`src/common/tcdio_consts.svh`:
```
// register offsets, field positions and reset values
`ifndef TCDIO_CONSTS_SVH
`define TCDIO_CONSTS_SVH
`define TCDIO_OFF_CTRL     12'h000
`define TCDIO_OFF_STATUS   12'h004
`define TCDIO_OFF_COUNT    12'h008
`define TCDIO_OFF_LIMIT    12'h00c
`define TCDIO_OFF_CAPTURE  12'h010
`define TCDIO_OFF_DIN0     12'h014
`define TCDIO_OFF_DIN1     12'h018
`define TCDIO_OFF_DOUT0    12'h01c
`define TCDIO_OFF_DOUT1    12'h020
`define TCDIO_OFF_DOUTS    12'h024
`define TCDIO_OFF_IRQ_EN   12'h028
`define TCDIO_OFF_IRQ_CLR  12'h02c
`define TCDIO_OFF_TASK     12'h030
`define TCDIO_TE_LSB       0
`define TCDIO_EN_BIT       3
`define TCDIO_CS_BIT       4
`define TCDIO_PS_LSB       5
`define TCDIO_MODE_LSB     7
`define TCDIO_CTRL_W       9
`define TCDIO_ST_EVT       0
`define TCDIO_ST_WRAP      1
`define TCDIO_LIMIT_RST    16'hffff
`endif

```
`src/common/tcdio_pkg.sv`:
```
// types shared by the timer and digital io block
package tcdio_pkg;
	typedef enum logic [1:0] {
		TCDIO_FREE,
		TCDIO_CAP_RISE,
		TCDIO_CAP_FALL,
		TCDIO_MODE_RSVD
	} tcdio_mode_t;

	typedef struct packed {
		tcdio_mode_t mode;
		logic [1:0]  prescale;
		logic        extClk;
		logic        enable;
		logic [2:0]  taskSel;
	} tcdio_ctrl_t;

	typedef struct packed {
		logic wrap;
		logic evt;
	} tcdio_flags_t;
endpackage : tcdio_pkg

```
`src/core/tcdio_timer.sv`:
```
// 16-bit timer with capture, status flags and two digital ins and outs
`timescale 1ns/10ps
`include "tcdio_consts.svh"

// What this block does
// - event flag sets on timer event; clears on task done when the task selection is nonzero, else on status read
// - wrap flag sets on every wrap, clears on status read
// - live count readable; writes load the counter at once
// - writable wrap limit; counter wraps at it, takes effect at once
// - capture modes latch the count into a read-write capture cache
// - each digital input reads as one bit, high reads 1
// - each digital output driven by its own writable bit
// - combined two-bit output register aliases both output bits
// - mode 0 free run, 1 capture rising, 2 capture falling
// - internal clock prescaled 1,4,16,64 or external clock input
// - counting only while the enable bit is set
// - task selection: 0 none, 1 to 4 event tasks zero to three
module tcdio_timer
	import tcdio_pkg::*;
#(
	parameter int CNT_W = 16
) (
	input  wire logic        clk_sys,
	input  wire logic        rst_n,
	input  wire logic        clkEn,
	input  wire logic        psel,
	input  wire logic        penable,
	input  wire logic        pwrite,
	input  wire logic [11:0] paddr,
	input  wire logic [31:0] pwdata,
	output logic      [31:0] prdata,
	output logic             pready,
	output logic             pslverr,
	input  wire logic        captureInput,
	input  wire logic        externalClockInput,
	output logic      [1:0]  digitalOut,
	output logic      [3:0]  taskRequest,
	input  wire logic        taskDone,
	output logic             irq
);
	// ------------------------------------------------------------
	// bus decode
	// ------------------------------------------------------------
	tcdio_ctrl_t        ctrl_q;
	tcdio_flags_t       flags_q;
	tcdio_flags_t       irqEn_q;
	logic [CNT_W-1:0]   count_q;
	logic [CNT_W-1:0]   limit_q;
	logic [CNT_W-1:0]   capture_q;
	logic [1:0]         dout_q;
	logic [5:0]         pre_q;
	logic               cap_q;
	logic               ext_q;
	logic [3:0]         task_q;
	logic [31:0]        rdata_q;

	wire logic acc = psel && penable && clkEn;
	wire logic wr  = acc && pwrite;
	wire logic rd  = acc && !pwrite;
	wire logic hitCtrl  = paddr == `TCDIO_OFF_CTRL;
	wire logic hitStat  = paddr == `TCDIO_OFF_STATUS;
	wire logic hitCount = paddr == `TCDIO_OFF_COUNT;
	wire logic hitLimit = paddr == `TCDIO_OFF_LIMIT;
	wire logic hitCap   = paddr == `TCDIO_OFF_CAPTURE;
	wire logic hitDin0  = paddr == `TCDIO_OFF_DIN0;
	wire logic hitDin1  = paddr == `TCDIO_OFF_DIN1;
	wire logic hitDout0 = paddr == `TCDIO_OFF_DOUT0;
	wire logic hitDout1 = paddr == `TCDIO_OFF_DOUT1;
	wire logic hitDouts = paddr == `TCDIO_OFF_DOUTS;
	wire logic hitIrqEn = paddr == `TCDIO_OFF_IRQ_EN;
	wire logic hitIrqCl = paddr == `TCDIO_OFF_IRQ_CLR;
	wire logic hitTask  = paddr == `TCDIO_OFF_TASK;
	wire logic hitAny   = hitCtrl | hitStat | hitCount | hitLimit | hitCap
		| hitDin0 | hitDin1 | hitDout0 | hitDout1 | hitDouts | hitIrqEn
		| hitIrqCl | hitTask;

	// no wait states: the slave answers in the first access cycle
	assign pready  = 1'b1;
	assign pslverr = psel && penable && !hitAny;

	// ------------------------------------------------------------
	// tick generation
	// ------------------------------------------------------------
	function automatic logic preTick(input logic [1:0] sel,
		input logic [5:0] cnt);
		unique case (sel)
			2'h0: preTick = 1'b1;
			2'h1: preTick = cnt[1:0] == 2'h3;
			2'h2: preTick = cnt[3:0] == 4'hf;
			2'h3: preTick = cnt == 6'h3f;
		endcase
	endfunction : preTick

	// external clock counted on its rising edge, input taken as synchronous
	wire logic extRise = externalClockInput && !ext_q;
	wire logic tick    = ctrl_q.enable && (ctrl_q.extClk ? extRise
		: preTick(ctrl_q.prescale, pre_q));
	wire logic atLimit = count_q >= limit_q;
	wire logic wrapEvt = tick && atLimit;
	wire logic capRise = captureInput && !cap_q;
	wire logic capFall = !captureInput && cap_q;
	wire logic capEvt  = ctrl_q.enable &&
		((ctrl_q.mode == TCDIO_CAP_RISE && capRise) ||
		 (ctrl_q.mode == TCDIO_CAP_FALL && capFall));
	wire logic timerEvt = capEvt ||
		(ctrl_q.mode == TCDIO_FREE && wrapEvt);
	wire logic [CNT_W-1:0] countInc = count_q + CNT_W'(1);

	// ------------------------------------------------------------
	// status flags: a set in the same cycle as a clear wins
	// ------------------------------------------------------------
	wire logic statRead = rd && hitStat;
	wire logic evtAuto  = ctrl_q.taskSel != 3'h0;
	wire logic evtClr   = evtAuto ? taskDone : statRead;
	wire logic wrapClr  = statRead || (wr && hitIrqCl &&
		pwdata[`TCDIO_ST_WRAP]);
	wire logic evtClrW  = evtClr || (wr && hitIrqCl &&
		pwdata[`TCDIO_ST_EVT]);
	tcdio_flags_t flags_d;
	assign flags_d.evt  = timerEvt || (flags_q.evt && !evtClrW);
	assign flags_d.wrap = wrapEvt || (flags_q.wrap && !wrapClr);

	// task request: one-hot, held until the event flag clears
	function automatic logic [3:0] taskDecode(input logic [2:0] sel);
		unique case (sel)
			3'h1: taskDecode = 4'h1;
			3'h2: taskDecode = 4'h2;
			3'h3: taskDecode = 4'h4;
			3'h4: taskDecode = 4'h8;
			default: taskDecode = 4'h0;
		endcase
	endfunction : taskDecode

	wire logic [3:0] task_d = flags_d.evt ?
		(flags_q.evt ? task_q : taskDecode(ctrl_q.taskSel)) : 4'h0;

	// ------------------------------------------------------------
	// read mux
	// ------------------------------------------------------------
	logic [31:0] rmux;
	always_comb begin
		rmux = 32'h0;
		if (hitCtrl)  rmux = {23'h0, ctrl_q};
		if (hitStat)  rmux = {30'h0, flags_q};
		if (hitCount) rmux = 32'(count_q);
		if (hitLimit) rmux = 32'(limit_q);
		if (hitCap)   rmux = 32'(capture_q);
		if (hitDin0)  rmux = {31'h0, captureInput};
		if (hitDin1)  rmux = {31'h0, externalClockInput};
		if (hitDout0) rmux = {31'h0, dout_q[0]};
		if (hitDout1) rmux = {31'h0, dout_q[1]};
		if (hitDouts) rmux = {30'h0, dout_q};
		if (hitIrqEn) rmux = {30'h0, irqEn_q};
		if (hitTask)  rmux = {28'h0, task_q};
	end

	// ------------------------------------------------------------
	// next values
	// ------------------------------------------------------------
	// a software load beats the tick in the same cycle
	logic [CNT_W-1:0] count_d;
	assign count_d = (wr && hitCount) ? pwdata[CNT_W-1:0]
		: wrapEvt ? '0
		: tick ? countInc : count_q;
	logic [CNT_W-1:0] limit_d;
	assign limit_d = (wr && hitLimit) ? pwdata[CNT_W-1:0] : limit_q;
	// a capture edge beats a software write in the same cycle
	logic [CNT_W-1:0] capture_d;
	assign capture_d = capEvt ? count_q
		: (wr && hitCap) ? pwdata[CNT_W-1:0] : capture_q;
	tcdio_ctrl_t ctrl_d;
	assign ctrl_d = (wr && hitCtrl)
		? tcdio_ctrl_t'(pwdata[`TCDIO_CTRL_W-1:0]) : ctrl_q;
	tcdio_flags_t irqEn_d;
	assign irqEn_d = (wr && hitIrqEn) ? tcdio_flags_t'(pwdata[1:0]) : irqEn_q;
	// the single-bit views and the combined view share one state
	logic [1:0] dout_d;
	assign dout_d[0] = (wr && hitDouts) ? pwdata[0]
		: (wr && hitDout0) ? pwdata[0] : dout_q[0];
	assign dout_d[1] = (wr && hitDouts) ? pwdata[1]
		: (wr && hitDout1) ? pwdata[0] : dout_q[1];
	// prescaler restarts whenever the timer is disabled
	logic [5:0] pre_d;
	assign pre_d = ctrl_q.enable ? pre_q + 6'h1 : 6'h0;
	// read data holds the last value once the access ends
	logic [31:0] rdata_d;
	assign rdata_d = rd ? rmux : rdata_q;

	// ------------------------------------------------------------
	// state: one short block per register, frozen while clkEn is low unless rst_n is low
	// ------------------------------------------------------------
	// mode 3 is left as a free run that raises no event
	always_ff @(posedge clk_sys) begin
		if (!rst_n) begin
			ctrl_q <= '0;
		end else if (clkEn) begin
			ctrl_q <= ctrl_d;
		end
	end

	// flags and task request update together so they never disagree
	always_ff @(posedge clk_sys) begin
		if (!rst_n) begin
			flags_q <= '0;
		end else if (clkEn) begin
			flags_q <= flags_d;
		end
	end

	always_ff @(posedge clk_sys) begin
		if (!rst_n) begin
			irqEn_q <= '0;
		end else if (clkEn) begin
			irqEn_q <= irqEn_d;
		end
	end

	// a counter above a lowered limit wraps on the next tick
	always_ff @(posedge clk_sys) begin
		if (!rst_n) begin
			count_q <= '0;
		end else if (clkEn) begin
			count_q <= count_d;
		end
	end

	// the limit resets to the full counter range
	always_ff @(posedge clk_sys) begin
		if (!rst_n) begin
			limit_q <= `TCDIO_LIMIT_RST;
		end else if (clkEn) begin
			limit_q <= limit_d;
		end
	end

	always_ff @(posedge clk_sys) begin
		if (!rst_n) begin
			capture_q <= '0;
		end else if (clkEn) begin
			capture_q <= capture_d;
		end
	end

	// outputs come up low
	always_ff @(posedge clk_sys) begin
		if (!rst_n) begin
			dout_q <= 2'h0;
		end else if (clkEn) begin
			dout_q <= dout_d;
		end
	end

	always_ff @(posedge clk_sys) begin
		if (!rst_n) begin
			pre_q <= 6'h0;
		end else if (clkEn) begin
			pre_q <= pre_d;
		end
	end

	// previous samples for edge detection, reset to the idle low level
	always_ff @(posedge clk_sys) begin
		if (!rst_n) begin
			cap_q <= 1'b0;
		end else if (clkEn) begin
			cap_q <= captureInput;
		end
	end

	always_ff @(posedge clk_sys) begin
		if (!rst_n) begin
			ext_q <= 1'b0;
		end else if (clkEn) begin
			ext_q <= externalClockInput;
		end
	end

	// task request tracks the event flag on the same edge
	always_ff @(posedge clk_sys) begin
		if (!rst_n) begin
			task_q <= 4'h0;
		end else if (clkEn) begin
			task_q <= task_d;
		end
	end

	always_ff @(posedge clk_sys) begin
		if (!rst_n) begin
			rdata_q <= 32'h0;
		end else if (clkEn) begin
			rdata_q <= rdata_d;
		end
	end

	// read data is registered but the mux is live in the access cycle
	assign prdata      = rd ? rmux : rdata_q;
	assign digitalOut  = dout_q;
	assign taskRequest = task_q;
	assign irq         = |(flags_q & irqEn_q);
endmodule : tcdio_timer

```
`config.mk`:
```
export PLATFORM = sky130hd
export DESIGN_NAME = tcdio_timer
export DESIGN_NICKNAME = d
export VERILOG_FILES = /design/src/common/tcdio_pkg.sv /design/src/core/tcdio_timer.sv
export VERILOG_INCLUDE_DIRS = /design/src /design/src/common
export SDC_FILE = /design/constraint.sdc
export NUM_CORES = 1
export LEC_CHECK = 0
export BUFFER_PORTS_ARGS = -buffer_cell sky130_fd_sc_hd__buf_4
export CELL_PAD_IN_SITES_DETAIL_PLACEMENT = 2
export CELL_PAD_IN_SITES_GLOBAL_PLACEMENT = 2
export CORE_UTILIZATION = 36
export CTS_CLUSTER_SIZE = 28
export DETAILED_ROUTE_END_ITERATION = 10
export PLACE_DENSITY = 0.82
export SYNTH_ARGS = -nofsm -noshare
export SYNTH_HDL_FRONTEND = slang
export SYNTH_SLANG_ARGS = --single-unit
```
`constraint.sdc`:
```
create_clock -name clk_sys -period 4.5 [get_ports clk_sys]
set_input_delay 0.45 -clock clk_sys [delete_from_list [all_inputs] [get_ports clk_sys]]
set_output_delay 0.45 -clock clk_sys [all_outputs]
set_load 0.01 [all_outputs]
```
Yosys cells after proc, flatten, opt, wreduce, memory -nomap -nowiden
Index checks and enable logic that the tools add are counted.
{"block": "classes", "n_reduce_logical": 58, "bitwise_logic": 13, "eq_ne": 25, "order_cmp": 1, "addsub": 2, "muxes": 29}
{"operator": "$mux 32", "n": 12}
{"operator": "$mux 16", "n": 5}
{"operator": "$eq 12x6->1 const B", "n": 5}
{"operator": "$eq 12x5->1 const B", "n": 4}
{"operator": "$logic_and 1x1->1", "n": 28}
{"operator": "$eq 12x4->1 const B", "n": 2}
{"operator": "$add 16x1->16 const B", "n": 1}
{"operator": "$ge 16x16->1", "n": 1}
{"operator": "$pmux 4 s4", "n": 1}
{"operator": "$reduce_and 2->1", "n": 8}
{"operator": "$eq 12x3->1 const B", "n": 1}
{"operator": "$logic_not 12->1", "n": 1}
{"operator": "$or 1x1->1", "n": 12}
{"operator": "$mux 9", "n": 1}
{"operator": "$eq 2x2->1 const B", "n": 4}
{"operator": "$mux 4", "n": 2}
{"operator": "$logic_not 1->1", "n": 7}
{"operator": "$add 6x1->6 const B", "n": 1}
{"operator": "$eq 3x2->1 const B", "n": 2}
{"operator": "$eq 6x6->1 const B", "n": 1}
{"operator": "$logic_or 1x1->1", "n": 6}
{"operator": "$mux 1", "n": 6}
{"operator": "$mux 6", "n": 1}
{"operator": "$reduce_bool 2->1", "n": 3}
{"operator": "other kinds (10)", "n": 13}
{"block": "word_totals", "register_bits": 107, "in_bits": 53}

Logic depth before layout (Yosys ltp)
{"block": "logic_depth", "word_depth": 15, "mapped_depth": 11, "depth_no_buf": 9}

Worst setup path after synthesis
No wires, ideal clock.
{"block": "synth_path", "path_type": "input to output", "from": "input port paddr[1]", "to": "output port prdata[8]", "path_buffers": 3, "slack_ns": 2.117, "stages": 8, "arrival_ns": 1.933, "path_cell_list": "nor4_2 -> and2_1 -> buf_4 -> and3_1 -> buf_4 -> buf_4 -> a221oi_1 -> o21ai_0"}
{"block": "synth_via", "elab_chain_cells": 14, "elab_cells_between_ends": 25, "classes_between": "eq/ne (11); mux (13); reduce/logical (1)"}
{"item": "from (decl)", "line": "tcdio_timer.sv:29", "text": "input wire logic [11:0] paddr,"}
{"item": "$logic_not 12->1 (no source line)"}
{"item": "$mux 9", "line": "tcdio_timer.sv:143", "text": "if (hitCtrl) rmux = {23'h0, ctrl_q};"}
{"item": "$mux 32", "line": "tcdio_timer.sv:144", "text": "if (hitStat) rmux = {30'h0, flags_q};"}
{"item": "$mux 32", "line": "tcdio_timer.sv:145", "text": "if (hitCount) rmux = 32'(count_q);"}
{"item": "$mux 32", "line": "tcdio_timer.sv:146", "text": "if (hitLimit) rmux = 32'(limit_q);"}
{"item": "$mux 32", "line": "tcdio_timer.sv:147", "text": "if (hitCap) rmux = 32'(capture_q);"}
{"item": "$mux 32", "line": "tcdio_timer.sv:148", "text": "if (hitDin0) rmux = {31'h0, captureInput};"}
{"item": "$mux 32", "line": "tcdio_timer.sv:149", "text": "if (hitDin1) rmux = {31'h0, externalClockInput};"}
{"item": "$mux 32", "line": "tcdio_timer.sv:150", "text": "if (hitDout0) rmux = {31'h0, dout_q[0]};"}
{"item": "$mux 32", "line": "tcdio_timer.sv:151", "text": "if (hitDout1) rmux = {31'h0, dout_q[1]};"}
{"item": "$mux 32", "line": "tcdio_timer.sv:152", "text": "if (hitDouts) rmux = {30'h0, dout_q};"}
{"item": "$mux 32", "line": "tcdio_timer.sv:153", "text": "if (hitIrqEn) rmux = {30'h0, irqEn_q};"}
{"item": "$mux 32 *", "line": "tcdio_timer.sv:154", "text": "if (hitTask) rmux = {28'h0, task_q};"}
{"item": "$mux 32 *", "line": "tcdio_timer.sv:296", "text": "assign prdata = rd ? rmux : rdata_q;"}
{"item": "to (decl)", "line": "tcdio_timer.sv:31", "text": "output logic [31:0] prdata,"}
Mark *: on every way between the ends. The rest lies on a longest branch, timed or not.

Worst setup path after layout
{"block": "layout_path", "from": "input port paddr[1]", "to": "output port prdata[6]"}
The elaborated chain is that of the path after synthesis.

==> impl_metrics.tcl <==
set metrics [dict create \
    avgSynthCellArea_um2 8.401 \
    ff2ff_setup_slack_ns 1.70 \
    num_rows 45 \
    grt_max_degree 69 \
    vias_per_cell 5.879 \
    gp_congestion 0.8501 \
    postRouteAntennaNets 0 \
    holdBufCountCts 0 \
    hold_violations 0 \
    post-dp-hpwl_um 14950 \
    yosysWarnings 0 \
    post_drt_wl_per_cell_um 21.90 \
    drt_iter0_markers 291 \
    firstDrtPassIters 5 \
    finalCritPeriodShare 0.7984 \
    fmax_ghz 0.2783 \
    crit_type "input port to output pin" \
    htree_levels 3 \
    cts_made_buffers 9 \
    cp.required_ns 4.05 \
    power.leakage_nw 2.758 \
    worst-endpoint-arrival_ns 3.14 \
    port_buffers 76 \
    finish.utilization 0.4350 \
    clock_latency_ns 0.36 \
    layout_commonest_cell "dfxtp_1" \
    antenna_found_initial 0 \
    synth_flop_cell "dfxtp_1" \
    r2r_cells 8 \
    finalSetupViolations 0 \
    maxSlewViolCount 0 \
    core_area_um2 15430 \
    crit_path_max_fanout 16 \
    dieHeight_um 128.6 \
    routed_wl_um 20800 \
    grt_overflow_total 0 \
    cts_tree "built" \
    ys_seq_area_frac 0.3711 \
    timing.rr.end "count_q[15]" \
    status "completed" \
    synth_nets 758 \
    r2r-start "count_q[7]" \
    powerDensity_nw_per_um2 274.5 \
    final_cell_mix "dfxtp_1 (107), buf_4 (85), nand2_1 (65)" \
    netlist_instances 687 \
    synth.distinct_cells 64 \
    die_area_um2 16540 \
    antenna_cells 0 \
    clock_skew_ns 0.009212 \
    synth-async-reset-ratio 0 \
    vias 5585 \
    critPathCaptureType "output pin" \
    min_path_cells 3 \
    slew_headroom 0.1155 \
    grt_pass1_wl_um 32820 \
    synthToLayoutAreaGrowth_pct 16.26 \
    clock_sinks 107 \
    initial_core_util 0.3741 \
    synth_edf_count 0 \
    clockRootBuffer "clkbuf_16" \
    cap_violations 0 \
    holdPathEnd "limit_q[9]" \
    grt_pass1_vias 5924 \
    synth_seq_cells 107 \
    hold_path_class "input port to flip-flop" \
    layout-drive-gt1-share 0.1773 \
    min_period_ns 3.593 \
    clkTransAtPathRegs_ns 0.07 \
    cts_resized 0 \
    cts_setup_buffers 0 \
    critPathLaunchType "input port" \
    grt_use_total 0.2610 \
    top_level_ports 94 \
    rsz0062_at_grt "false" \
    clockBufferDepth 2 \
    nNetsFinal 805 \
    max_slew.worst_pin.slew_ns 1.317 \
    dieWidth_um 128.6 \
    vdd_drop_max_v 0.0001806 \
    drcViolationCount 0 \
    tns_ns 0 \
    hold_start "pwdata[9]" \
    syn_area_um2 5772 \
]
power by group:
part / switching (W) / internal [W]
Clock: 0.000374 / 0.000378
Combinational: 0.0000831 / 0.0000488
Sequential: 0.00000673 / 0.000951
Total: 0.000464 / 0.00138
flip-flops by register name, indices dropped and copies added, names as in the netlist:
signal / count
rdata_q: 32
capture_q: 16
count_q: 16
limit_q: 16
ctrl_q: 9
pre_q: 6
taskRequest: 4
digitalOut: 2
flags_q: 2
irqEn_q: 2
cap_q: 1
ext_q: 1
logic make-up (layout without fill, tap and decap cells):
family | count (synthesis) | after routing | share of synthesized area
AND/OR/NAND/NOR | 267 | 267 | 0.2404
AO/OA/AOI/OAI | 180 | 180 | 0.2190
flip-flops | 107 | 107 | 0.3711
buffers and inverters | 76 | 128 | 0.05983
multiplexers | 35 | 35 | 0.06547
adder cells (fa/ha/maj) | 18 | 18 | 0.03902
XOR/XNOR | 3 | 3 | 0.004553
other | 1 | 1 | 0.0006497
through the flow:
stage | hold slack (ns) | instance area [µm²] | total power [W] | std cells | setup WS (ns)
finish | 0.3482 | 6710 | 0.001842 | 950 | 0.9071
detailed placement | 0.4583 | 6440 | 0.001110 | 934 | 0.9985
CTS | 0.3449 | 6710 | 0.001862 | 950 | 0.9909
floorplan | 0.4438 | 5772 | 0.001045 | 687 | 2.117
global placement | 0.4566 | 6440 | 0.001105 | 934 | 1.142
global route | 0.3610 | 6710 | 0.001909 | 950 | 0.8306
synthesized netlist by cell type (3+ instances only):
cell type,n,area (µm²)
and4_1,4,35.03
buf_4,6,45.04
a211o_1,3,26.28
o211ai_1,21,157.7
a31oi_1,9,56.30
o21a_1,6,45.04
nor3_1,10,50.05
a211oi_2,14,175.2
buf_1,4,15.01
nor4_1,4,25.02
or3_1,7,43.79
nand4_1,11,68.82
o21ai_0,42,210.2
a21oi_1,32,160.2
buf_6,3,33.78
nand2b_1,4,25.02
a22oi_1,18,135.1
xor2_1,3,26.28
nor2b_1,7,43.79
nand3_1,15,75.07
o21ai_1,4,20.02
a221oi_1,8,70.07
inv_1,26,97.59
ha_1,18,225.2
nand2_1,65,244.0
nor2_2,6,37.54
nor2_1,58,217.7
mux2i_1,31,310.3
a222oi_1,4,40.04
dfxtp_1,107,2142
buf_2,11,55.05
and2_1,39,244.0
and3_1,23,143.9
clkbuf_1,24,90.09
layer usage:
layer | GRT usage | vias to the layer above | wire length [µm]
met4 | 0.08997 | 0 | 328
met1 | 0.3236 | 2837 | 9028
met2 | 0.4553 | 145 | 10380
li1 | - | 2577 | -
met5 | 0 | - | 0
met3 | 0.04532 | 26 | 1068
final cells by class:
cell class / instances / area, µm²
well taps: 211 / 264.0
clock inverters: 5 / 37.54
multi-input cells: 504 / 3294
inverters: 27 / 101.3
flip-flops and latches: 107 / 2142
repair buffers: 85 / 638.1
clock buffers: 11 / 232.7
fillers: 1760 / 8717
worst max path at each step:
stage / endpoint / slack [ns] / from
after floorplan: prdata[8] / 2.12 / paddr[1]
after global placement: prdata[8] / 1.14 / paddr[1]
after detailed placement: prdata[7] / 1.0 / paddr[9]
after CTS: prdata[6] / 0.99 / paddr[9]
after global routing: prdata[7] / 0.83 / paddr[1]
final: prdata[6] / 0.91 / paddr[1]
worst max-delay path, stage by stage:
cell and delay [ns]:
buf_4 0.11, nor4_2 0.47, and2_1 0.37, and3_1 0.84
a221oi_1 0.34, o21ai_0 0.36, buf_4 0.19
(Power assumes the default switching activity.)
